--- src/adpm_pkg.sv ---
// constants for the address/data pin multiplexer
package adpm_pkg;
  localparam int         PIN_COUNT      = 16;
  localparam int         BYTE_BITS      = 8;
  localparam int         ADDR_BITS      = 24;
  localparam int         SYSTEM_CONTROL_REG_BITS    = 32;
  localparam int         SYSTEM_CONTROL_REG_FLAG_EN = 20;
  localparam logic       WIDTH_8BIT     = 1'h0;
  localparam logic       WIDTH_16BIT    = 1'h1;
  localparam logic [7:0] BYTE_DRIVE     = 8'hFF;
  localparam logic [7:0] BYTE_RELEASE   = 8'h00;
  localparam logic       STROBE_IDLE_N  = 1'h1;
  localparam logic       ALE_IDLE       = 1'h0;
endpackage : adpm_pkg

--- src/adpm_flag_if.sv ---
// carrier between pin multiplexer and flag remapper
`timescale 1ns/1ps
interface adpm_flag_if;
  logic [15:0] flagOut;
  logic [15:0] flagOe;
  logic [15:0] flagIn;
  logic [15:0] pinOut;
  logic [15:0] pinOe;
  logic [15:0] pinIn;
  modport mapper (input flagOut, input flagOe, input pinIn,
                  output pinOut, output pinOe, output flagIn);
  modport core   (output flagOut, output flagOe, output pinIn,
                  input pinOut, input pinOe, input flagIn);
endinterface : adpm_flag_if

--- src/addr_data_pin_mux.sv ---
// address/data pin multiplexer of the external parallel port
//
// How it works
// - The pins go to the flag function only when control bit 20 is set and the port is off.
// - In flag use pins 0-7 are flags 8-15 and pins 8-15 are flags 0-7.
// - In 8-bit width with the strobe up, address 15-8 goes low and 23-16 goes high.
// - In 8-bit width after the strobe, data 7-0 goes low and address 7-0 goes high.
// - In 16-bit width with the strobe up, address 7-0 goes low and 15-8 goes high.
// - In 16-bit width after the strobe, data 15-0 occupies all sixteen pins.
// - Read, write and latch strobes are always driven, never released.
`timescale 1ns/1ps
module addr_data_pin_mux (
  input  wire logic        clk_sys,
  input  wire logic        resetn,
  input  wire logic [31:0] systemControlReg,
  input  wire logic        portEnable,
  input  wire logic        extPortWidthMode,
  input  wire logic        portAle,
  input  wire logic        portRdN,
  input  wire logic        portWrN,
  input  wire logic [23:0] portAddr,
  input  wire logic [15:0] portWrData,
  output logic      [15:0] portRdData,
  input  wire logic [15:0] flagOut,
  input  wire logic [15:0] flagOe,
  output logic      [15:0] flagIn,
  output logic             flagUse,
  input  wire logic [15:0] adIn,
  output logic      [15:0] adOut,
  output logic      [15:0] adOe,
  output logic             aleOut,
  output logic             rdOutN,
  output logic             wrOutN
);
  adpm_flag_if fl ();

  logic        selFlag;
  logic [15:0] next_adOut;
  logic [15:0] next_adOe;
  logic [7:0]  lowDataOe;

  assign fl.flagOut = flagOut;
  assign fl.flagOe  = flagOe;
  assign fl.pinIn   = adIn;

  adpm_flag_map uMap (
    .fl (fl.mapper)
  );

  assign selFlag = systemControlReg[adpm_pkg::SYSTEM_CONTROL_REG_FLAG_EN] & ~portEnable;
  // data bytes are driven only while a write is under way
  assign lowDataOe = portWrN ? adpm_pkg::BYTE_RELEASE : adpm_pkg::BYTE_DRIVE;

  // next pin state; flag use wins unless the port is enabled
  always_comb begin
    next_adOut = '0;
    next_adOe  = '0;
    if (selFlag) begin
      next_adOut = fl.pinOut;
      next_adOe  = fl.pinOe;
    end else if (portEnable) begin
      if (portAle) begin
        next_adOe = {adpm_pkg::BYTE_DRIVE, adpm_pkg::BYTE_DRIVE};
        if (extPortWidthMode == adpm_pkg::WIDTH_8BIT) begin
          next_adOut = portAddr[23:8];
        end else begin
          next_adOut = portAddr[15:0];
        end
      end else if (extPortWidthMode == adpm_pkg::WIDTH_8BIT) begin
        next_adOut = {portAddr[7:0], portWrData[7:0]};
        next_adOe  = {adpm_pkg::BYTE_DRIVE, lowDataOe};
      end else begin
        next_adOut = portWrData;
        next_adOe  = {lowDataOe, lowDataOe};
      end
    end
  end

  always_ff @(posedge clk_sys or negedge resetn) begin
    if (!resetn) begin
      adOut <= '0;
      adOe  <= '0;
    end else begin
      adOut <= next_adOut;
      adOe  <= next_adOe;
    end
  end

  // strobes have no enable at all: always driven, idle outside port use
  always_ff @(posedge clk_sys or negedge resetn) begin
    if (!resetn) begin
      aleOut <= adpm_pkg::ALE_IDLE;
      rdOutN <= adpm_pkg::STROBE_IDLE_N;
      wrOutN <= adpm_pkg::STROBE_IDLE_N;
    end else if (portEnable) begin
      aleOut <= portAle;
      rdOutN <= portRdN;
      wrOutN <= portWrN;
    end else begin
      aleOut <= adpm_pkg::ALE_IDLE;
      rdOutN <= adpm_pkg::STROBE_IDLE_N;
      wrOutN <= adpm_pkg::STROBE_IDLE_N;
    end
  end

  // read data and flag levels sampled straight from the pins
  always_ff @(posedge clk_sys or negedge resetn) begin
    if (!resetn) begin
      portRdData <= '0;
      flagIn     <= '0;
      flagUse    <= 1'h0;
    end else begin
      flagIn  <= fl.flagIn;
      flagUse <= selFlag;
      if (extPortWidthMode == adpm_pkg::WIDTH_8BIT) begin
        portRdData <= {adpm_pkg::BYTE_RELEASE, adIn[7:0]};
      end else begin
        portRdData <= adIn;
      end
    end
  end

  // per-pin flag map, kept apart from the byte swap so a slip there shows up
  for (genvar pin = 0; pin < adpm_pkg::PIN_COUNT; pin++) begin : gPinMap
    // flag number of this pin: low pins carry the upper flags
    localparam int FLAG_NO = (pin + adpm_pkg::BYTE_BITS) % adpm_pkg::PIN_COUNT;

  end
endmodule : addr_data_pin_mux

--- src/adpm_flag_map.sv ---
// fixed byte-swapped mapping between flag numbers and pin numbers
`timescale 1ns/1ps
module adpm_flag_map (
  adpm_flag_if.mapper fl
);
  // pin n carries flag n+8 for the low byte, flag n-8 for the high byte
  function automatic logic [15:0] adpmSwap(input logic [15:0] v);
    adpmSwap = {v[7:0], v[15:8]};
  endfunction : adpmSwap

  assign fl.pinOut = adpmSwap(fl.flagOut);
  assign fl.pinOe  = adpmSwap(fl.flagOe);
  assign fl.flagIn = adpmSwap(fl.pinIn);
endmodule : adpm_flag_map

--- config.mk ---
export PLATFORM = sky130hd
export DESIGN_NAME = addr_data_pin_mux
export DESIGN_NICKNAME = d
export VERILOG_FILES = /design/src/adpm_pkg.sv /design/src/adpm_flag_if.sv /design/src/addr_data_pin_mux.sv /design/src/adpm_flag_map.sv
export SDC_FILE = /design/constraint.sdc
export NUM_CORES = 1
export LEC_CHECK = 0
export BUFFER_PORTS_ARGS = -buffer_cell sky130_fd_sc_hd__buf_2
export CAP_MARGIN = 20
export CELL_PAD_IN_SITES_DETAIL_PLACEMENT = 0
export CELL_PAD_IN_SITES_GLOBAL_PLACEMENT = 1
export CORE_ASPECT_RATIO = 1.2
export CORE_MARGIN = 3
export CORE_UTILIZATION = 30
export DETAILED_ROUTE_END_ITERATION = 10
export PLACE_DENSITY = 0.87
export SETUP_SLACK_MARGIN = 0.5
export SLEW_MARGIN = 20
export SYNTH_ARGS = -nofsm -noshare
export SYNTH_HDL_FRONTEND = slang
export SYNTH_SLANG_ARGS = --single-unit
--- constraint.sdc ---
create_clock -name clk_sys -period 1.3 [get_ports clk_sys]
set_input_delay 0.13 -clock clk_sys [delete_from_list [all_inputs] [get_ports clk_sys]]
set_output_delay 0.13 -clock clk_sys [all_outputs]
set_load 0.05 [all_outputs]
; ---- Word-level counts from Yosys, hierarchy flattened
; Index checks and enable logic that the tools add are counted.
; Widths: inputs -> output; s select.
[totals]
output_inout_bits = 68
ff_bits = 68
inputBits = 127
[classes]
bitwise = 2
muxes = 14
[op_table]
columns = op, count
row1 = $mux 16, 10
row2 = $mux 8, 1
row3 = $mux 1, 3
row4 = $and 1x1->1, 1
row5 = $not 1->1, 1

; ---- Depth between registers and ports, before layout
; Gate-level depths: netlist of run 1.
[logic_depth]
word_depth = 5
mapped_depth = 6
depth_no_buf = 3

; ---- Modules after synthesis
; Synthesis of run 1 repeated with hierarchy kept, for this count alone.
[hier_totals]
hier_cells = 208
hier_area_um2 = 2851.5
[modules_own_cells]
columns = mod, instances, area_per_inst_um2, cells_each
row1 = addr_data_pin_mux, 1, 2491.1, 160
row2 = adpm_flag_map, 1, 360.3, 48

; ---- Worst setup path before layout of run 1
; OpenSTA, ideal clock, no wires.
[synth_path]
kind = input port to flip-flop
start = input port extPortWidthMode
end = register adOut[13]
setup_time_ps = 121
arrival_ps = 1032
n_path_buf = 2
required_time_ps = 1179
cell_stages = 4
slack_ps = 147
cell_sequence = buf_6 buf_12 mux4_2 a22o_1
[synth_between]
elab_chain_len = 4
elab_cells_between_ends = 5
cone_classes = mux: 5
[synth_lines]
columns = element, line_no
row1 = "start, declared", addr_data_pin_mux.sv:17  ; input wire logic extPortWidthMode,
row2 = $mux 16 (on tied branches), "addr_data_pin_mux.sv:69, addr_data_pin_mux.sv:64"
row3 = $mux 16 (*), addr_data_pin_mux.sv:62  ; if (portAle) begin
row4 = $mux 16 (*), addr_data_pin_mux.sv:61  ; end else if (portEnable) begin
row5 = $mux 16 (*), addr_data_pin_mux.sv:58  ; if (selFlag) begin
row6 = net next_adOut[13], addr_data_pin_mux.sv:38  ; logic [15:0] next_adOut;
row7 = "end signal, assigned", addr_data_pin_mux.sv:84  ; adOut <= next_adOut;
row8 = "end, declared", addr_data_pin_mux.sv:29  ; output logic [15:0] adOut,
; The timed path passes the listed nets; every way through them passes the cells marked *.

; ---- Worst setup path in the final report of run 1
[layout_path]
start = register rdOutN
end = output port rdOutN
[layout_rtl]
columns = element, line_no
row1 = "start, declared", addr_data_pin_mux.sv:32  ; output logic rdOutN,
row2 = "start signal, assigned", addr_data_pin_mux.sv:93  ; rdOutN <= adpm_pkg::STROBE_IDLE_N;
row3 = "start signal, assigned", addr_data_pin_mux.sv:97  ; rdOutN <= portRdN;
row4 = "start signal, assigned", addr_data_pin_mux.sv:101  ; rdOutN <= adpm_pkg::STROBE_IDLE_N;
; No word-level cell between the ends.

==> implementation parameters, run 1 <==
Parameter                              Value

Setup path
  Category of the critical setup timing path ... reg2out
  Buffers & Inverters on Critical Path ... 1
  Largest stage delay on the critical path ... between 0.5 and 0.6 ns
  Crit start category ... flip-flop
  CP max FO ... 1
  Critical path arrival ... 1.00 ns
  Worst Path Required ... between 1 and 1.5 ns
  Cell with the biggest individual delay on the critical path ... sky130_fd_sc_hd__dfstp_2
  Critical path capture point type ... primary output
  Crit path cell chain ... buf_8
  Worst path top cell family by delay ... flip-flops
  Source of the critical timing path ... rdOutN

Placed design
  Cell count after placement ... approximately 400
  HPWL reported at the end of detailed placement ... 4830 µm
  Number of I/O port buffers ... between 150 and 200
  Cell area after placement ... about 0.0033 mm²
  Final weighted congestion of routability-driven global placement ... between 0.7 and 0.8

Die
  Core outline area ... between 0.007 and 0.008 mm²
  Horiz. Die Dim ... about 87 µm
  Die height ... just over 100 µm
  I/O pin count ... ~200
  Effective utilization at floorplan ... about a third
  Rows ... 34
  Full die area ... 0.00894 mm²

Clocking
  CTS tree ... yes
  Clock Tree Buf Depth ... 2
  Total CTS buffers ... 9
  Clock slew at the register clock pins of the worst setup and hold paths ... roughly 0.07 ns
  Count of clock tree sinks ... 60
  H-Tree Level Count ... 3
  CTS Root Cell ... sky130_fd_sc_hd__clkbuf_8

Drt
  Initial DRC count ... 47
  Average routed wire per standard cell ... 15.5 µm
  DRC Markers ... 0
  Routed wire length ... 7140 µm
  DR vias ... between 2,000 and 2,500
  Post-detailed-route count of antenna-violating nets ... 0
  Vias per inst ... roughly 4.5
  DRT Pass-1 Iters ... 3

Timing
  Post-Route Hold Slack ... 0.0185 ns
  Remaining max-slew budget at the tightest pin ... 76.0%
  Total Neg Setup Slack ... 0 ns
  Count of endpoints failing hold in the final timing report ... 0
  Actual transition at the worst max-transition pin ... ~0.36 ns
  Unrepaired setup endpoints after global routing ... yes
  Minimum clock period after layout ... 1.13 ns
  Maximum frequency from static timing analysis ... just under 900 MHz
  Ratio of final minimum period to clock period ... 87.0%
  Number of failing setup endpoints in the final timing report ... 0
  Final Max Slew Viols ... 0

Yosys
  Number of storage elements in the synthesis netlist ... 60
  Synthesized area per cell ... 14.7 µm²
  Synthesized netlist net count ... between 200 and 300
  Sequential-to-total area share from yosys stat ... a little under two thirds
  Post-synthesis cell count ... 160
  Count of distinct cell types in the synthesized netlist ... 18
  Syn Std Cell Area ... roughly 0.0024 mm²
  Synthesis warning total ... 0

Final layout
  Util after Layout ... 58.1%
  Antenna diodes ... 0
  Non-Filler Cell Area, Final ... around 0.0043 mm²
  Area of combinational cells with multiple inputs ... about 710 µm²
  Post-Layout Cell Count ... around 460
  Area added between synthesis and finish ... 84.0%
  Register Area ... about 0.0015 mm²
  Filler cell count ... a little over 600
  Share of post-route cells with drive strength above 1 ... between 50% and 60%
  Net total in the final layout ... ~490

Min path
  Worst Hold Class ... in2reg
  Hold Path Depth ... 2
  Worst Hold End ... adOut[1]
  Worst Min Path Start ... flagOut[9]

Global route
  Wire length of the first global-routing pass ... 11,000 µm
  Antenna violations before repair ... 0
  Grt total ovfl ... 0
  Maximum number of pins on one net before global-route repair ... slightly above 60
  Total global-route track usage ... 16.4%
  Vias in the first global route ... approximately 2,300

Pwr
  Power density of the placed cells ... about 1200 mW/mm²
  LEAKAGE ... 2.24 nW
  Max rail drop VDD ... 0.780 mV

Status
  Result of the run ... finished, final reports clean

Flow run
  Max-cap check violation count ... 0
## cell usage in the layout (no fill, tap or decap), drive strengths merged
| cell | netlist | layout |
|---|---|---|
| a21boi | 1 | 1 |
| a21o | 24 | 24 |
| a21oi | 8 | 8 |
| a22o | 8 | 8 |
| and2 | 9 | 9 |
| buf | 12 | 174 |
| bufinv | 0 | 1 |
| clkbuf | 9 | 14 |
| clkinv | 0 | 1 |
| dfrtp | 58 | 58 |
| dfstp | 2 | 2 |
| dlygate4sd3 | 0 | 42 |
| mux2i | 8 | 8 |
| mux4 | 8 | 8 |
| nand2b | 2 | 2 |
| nor2b | 3 | 3 |
| o21ai | 8 | 8 |
## state kept, by name (all words and copies together), names as in the netlist
signal and cells:
adOe 16, adOut 16, aleOut 1, flagIn 15, flagUse 1, portRdData 9
rdOutN 1, wrOutN 1
## layer usage
metal	part of all wire (%)	GRT usage (%)
met5	0	0
met2	53	29.4
met1	36	17.3
met3	9.1	6.00
met4	1.9	6.95
## cell usage after synthesis, drive strengths merged
cell / instances / area share [%]
buf: 12 / 4.3
clkbuf: 9 / 1.4
o21ai: 8 / 1.7
dfrtp: 58 / 62
and2: 9 / 2.4
mux2i: 8 / 3.4
nor2b: 3 / 0.80
dfstp: 2 / 2.2
a21boi: 1 / 0.48
a21oi: 8 / 1.7
a22o: 8 / 3.0
nand2b: 2 / 0.53
mux4: 8 / 8.6
a21o: 24 / 7.7
## power breakdown
group          switching [W]  internal (W)
Sequential         0.0000697       0.00200
Combinational       0.000813      0.000619
Clock               0.000667      0.000990
Total                0.00155       0.00361
## worst max-delay path by stage
stage | end | depth (start not counted) | slack [ns]
final | rdOutN | 1 | 0.17
after floorplan | adOut[13] | 4 | 0.17
after global routing | wrOutN | 1 | 0.13
after detailed placement | adOut[9] | 4 | 0.03
after CTS | wrOutN | 1 | 0.14
after global placement | adOut[9] | 4 | 0.04
## metrics by stage
| stage | total power (W) | setup WS, ns |
|---|---|---|
| after global routing | 0.00540 | 0.130 |
| after CTS | 0.00522 | 0.145 |
| after floorplan | 0.00287 | 0.171 |
| after global placement | 0.00319 | 0.0372 |
| after detailed placement | 0.00322 | 0.0261 |
| final | 0.00516 | 0.169 |
## timing repair
action | 4_1_cts | 5_1_grt
hold buffers | 40 | 2
setup buffers | 1 | 0
endpoints found under the setup margin | 87 | 73
hold endpoints to repair | 97 | 2
resized for setup | 148 | 0
pin swaps | 0 | 0
## final cells by class
| class | count | area share, % |
|---|---|---|
| clock inverter | 2 | 0.810 |
| multi-input combinational | 79 | 16.5 |
| clock buffer | 14 | 3.76 |
| sequential | 60 | 35.0 |
| timing repair buffer | 216 | 41.4 |
| tap | 90 | 2.60 |
## logic make-up after synthesis
| kind of cell | count (synthesis) | share of synthesized area (%) |
|---|---|---|
| compound gates | 49 | 14.5 |
| buf+inv | 21 | 5.75 |
| flops | 60 | 64.0 |
| mux | 16 | 12.0 |
| simple gates | 14 | 3.73 |
Note: power is estimated with default switching activity, not from simulation.
==> run 2, diff against run 1 <==
--- a/config.mk
+++ b/config.mk
@@ -11,9 +11,9 @@
 export CELL_PAD_IN_SITES_GLOBAL_PLACEMENT = 1
 export CORE_ASPECT_RATIO = 1.2
 export CORE_MARGIN = 3
-export CORE_UTILIZATION = 30
+export CORE_UTILIZATION = 28
 export DETAILED_ROUTE_END_ITERATION = 10
-export PLACE_DENSITY = 0.87
+export PLACE_DENSITY = 0.84
 export SETUP_SLACK_MARGIN = 0.5
 export SLEW_MARGIN = 20
 export SYNTH_ARGS = -nofsm -noshare
==> constraint.sdc (replaced) <==
create_clock -name clk_sys -period 1.15 [get_ports clk_sys]
set_input_delay 0.115 -clock clk_sys [delete_from_list [all_inputs] [get_ports clk_sys]]
set_output_delay 0.115 -clock clk_sys [all_outputs]
set_load 0.05 [all_outputs]
==> run 2 against run 1 <==
Effect of this change: the flow now finishes with violations (hold timing); global-route usage down 1.9 points; die area up 6.7%; largest cell class unchanged; worst hold slack worse by 0.041 ns; cell count is 2.2% higher; first-iteration DRC count up 38%; sequential power increased by 16%; flip-flop and latch count stayed put; clock power rose by 7%; via count is essentially flat; utilization shrank 1.6 points; wire length is 8.6% higher; final area up 6.5%.
==> implementation parameters, run 2 (synthesis gave the netlist of run 1 again) <==
Parameter                              Value

Status
  Result of the run ... finished with violations
  Violations in the final reports ... hold timing

Setup path
  Largest stage delay on the critical path ... 0.55 ns (+0.02 ns)
  Crit start category ... flip-flop
  Worst Path Required ... 1.03 ns (-0.14 ns)
  Buffers & Inverters on Critical Path ... 1 (unchanged)
  Cell with the biggest individual delay on the critical path ... sky130_fd_sc_hd__dfstp_2
  Critical path arrival ... 1.02 ns (+0.02 ns)
  Source of the critical timing path ... wrOutN
  Crit. path cell count ... 1 (unchanged)
  CP max FO ... 1 (unchanged)
  Critical path capture point type ... primary output
  Crit path cell chain ... buf_8
  Category of the critical setup timing path ... reg2out
  Worst path top cell family by delay ... flip-flops

Die
  Die height ... 106 µm (+3.3%)
  Rows ... 36 (+5.9%)
  Full die area ... 0.00954 mm² (+6.7%)
  Core outline area ... 0.00815 mm² (+9.5%)
  Effective utilization at floorplan ... 28.8% (-2.7 points)
  Horiz. Die Dim ... 89.7 µm (+3.3%)
  I/O pin count ... 195 (unchanged)

Min path
  Hold Path Depth ... 2 (unchanged)
  Worst Hold Class ... in2reg
  Worst Min Path Start ... flagOe[13]

Drt
  Post-detailed-route count of antenna-violating nets ... 0 (unchanged)
  Routed wire length ... 7750 µm (+8.6%)
  DRC Markers ... 0 (unchanged)
  Initial DRC count ... 65 (+38%)
  Average routed wire per standard cell ... 16.5 µm (+6.3%)
  Vias per inst ... 4.44 (-2.2%)
  DR vias ... 2,090 (-0.048%)
  DRT Pass-1 Iters ... 4 (+1)

Final layout
  Top Registers ... adOe (16), adOut (16), flagIn (15)
  Share of post-route cells with drive strength above 1 ... 75.1% (+19 points)
  Most common library cell in the layout ignoring fill and taps ... sky130_fd_sc_hd__buf_2
  Most used cells in the layout excluding fill and tap cells ... sky130_fd_sc_hd__buf_2 (92), sky130_fd_sc_hd__buf_8 (68), sky130_fd_sc_hd__dfrtp_2 (56)
  Antenna diodes ... 0 (unchanged)
  Net total in the final layout ... 479 (-2.8%)
  Area added between synthesis and finish ... 96.1%

Timing
  Final Max Slew Viols ... 0 (unchanged)
  Post-Route Hold Slack ... -0.0228 ns (-0.0413 ns)
  Count of endpoints failing hold in the final timing report ... 16 (+16)
  Maximum frequency from static timing analysis ... between 800 and 900 MHz
  Number of failing setup endpoints in the final timing report ... 0 (unchanged)
  Minimum clock period after layout ... 1.14 ns
  Remaining max-slew budget at the tightest pin ... 77.0% (+1.0 points)
  Unrepaired setup endpoints after global routing ... yes
  Actual transition at the worst max-transition pin ... 0.343 ns (-0.0149 ns)
  Ratio of final minimum period to clock period ... about 99%

Global route
  Met2 Usage GRT ... 26.6% (-2.8 points)
  GR Layer Usage met3 ... 4.50% (-1.5 points)
  Wire length of the first global-routing pass ... 10,300 µm (-6.4%)
  Grt total ovfl ... 0 (unchanged)
  Maximum number of pins on one net before global-route repair ... 61 (unchanged)
  Vias in the first global route ... 2,133 (-7.7%)
  Total global-route track usage ... 14.5% (-1.9 points)
  Most Used Layer, Global Route ... met2
  Antenna violations before repair ... 0 (unchanged)
  Routing usage on met1 ... 13.7% (-3.6 points)

Clocking
  Clock slew at the register clock pins of the worst setup and hold paths ... 0.06 ns (about the same)
  Clock Tree Buf Depth ... 2 (unchanged)
  CTS tree ... yes
  Total CTS buffers ... 9 (unchanged)
  CTS Root Cell ... sky130_fd_sc_hd__clkbuf_8
  H-Tree Level Count ... 3 (unchanged)
  Count of clock tree sinks ... 60 (unchanged)

Pwr
  Power Total ... 0.00594 W (+15%)
  LEAKAGE ... 2.24 nW (+0.24%)
  Power density of the placed cells ... 1290 mW/mm² (+8.0%)
  Max rail drop VDD ... 0.544 mV (-30%)

Placed design
  Number of I/O port buffers ... 163 (unchanged)
  Final weighted congestion of routability-driven global placement ... 0.734 (+1.9%)
  HPWL reported at the end of detailed placement ... 4820 µm (-0.28%)

Flow run
  Max-cap check violation count ... 0 (unchanged)
## run 2: changes by cell type in the layout (fill, tap and decap cells not counted), moves of 3 or more
cell and change:
sky130_fd_sc_hd__dfrtp_1 -48, sky130_fd_sc_hd__buf_6 -57, sky130_fd_sc_hd__buf_8 +66, sky130_fd_sc_hd__a21oi_1 -3, sky130_fd_sc_hd__buf_4 -4, sky130_fd_sc_hd__a21oi_2 +3
sky130_fd_sc_hd__dfrtp_2 +48, sky130_fd_sc_hd__dlygate4sd3_1 -23
## run 2: through the flow
| stage | instance area [µm²] | util [%] | std cells | setup TNS (ns) | setup slack (ns) |
|---|---|---|---|---|---|
| floorplan | 2550 | - | 160 | 0 | 0.0360 |
| global placement | 3390 | 41.6 | 427 | -0.615 | -0.0884 |
| detailed placement | 3390 | 41.6 | 427 | -0.813 | -0.143 |
| CTS | 4250 | 52.1 | 466 | 0 | 0.000275 |
| global route | 4610 | 56.5 | 471 | -0.0467 | -0.0234 |
| finish | 4610 | 56.5 | 471 | 0 | 0.0130 |
## run 2: power breakdown
| group | internal [W] | switching, W | leakage (nW) |
|---|---|---|---|
| sequential | 0.00229 | 0.000111 | 0.660 |
| clock | 0.00100 | 0.000772 | 0.0887 |
| combinational | 0.000830 | 0.000936 | 1.49 |
| total | 0.00412 | 0.00182 | 2.24 |
## run 2: area by class of cell
class | instances | area [µm²]
well taps | 114 | 143
fillers | 645 | 3540
multi-input cells | 79 | 737
flip-flops and latches | 60 | 1570
clock inverters | 2 | 35.0
repair buffers | 202 | 1980
clock buffers | 14 | 143
## run 2: metal layers
metal / wire (µm) / part of all wire, %
met1: 2610 / 34
met2: 4350 / 56
met3: 611 / 7.9
met4: 174 / 2.2
met5: 0 / 0
## run 2: worst paths after layout
path | end
hold / removal | adOe[5]
min in group asynchronous | flagIn[1]
setup / recovery | wrOutN
max in group asynchronous | wrOutN
## run 2: repair_timing
item,CTS,global route
buffers inserted,3,4
resized for setup,156,80
pin swaps,3,6
hold endpoints to repair,114,32
endpoints found under the setup margin,100,160
hold buffers,20,7
gates cloned,0,1
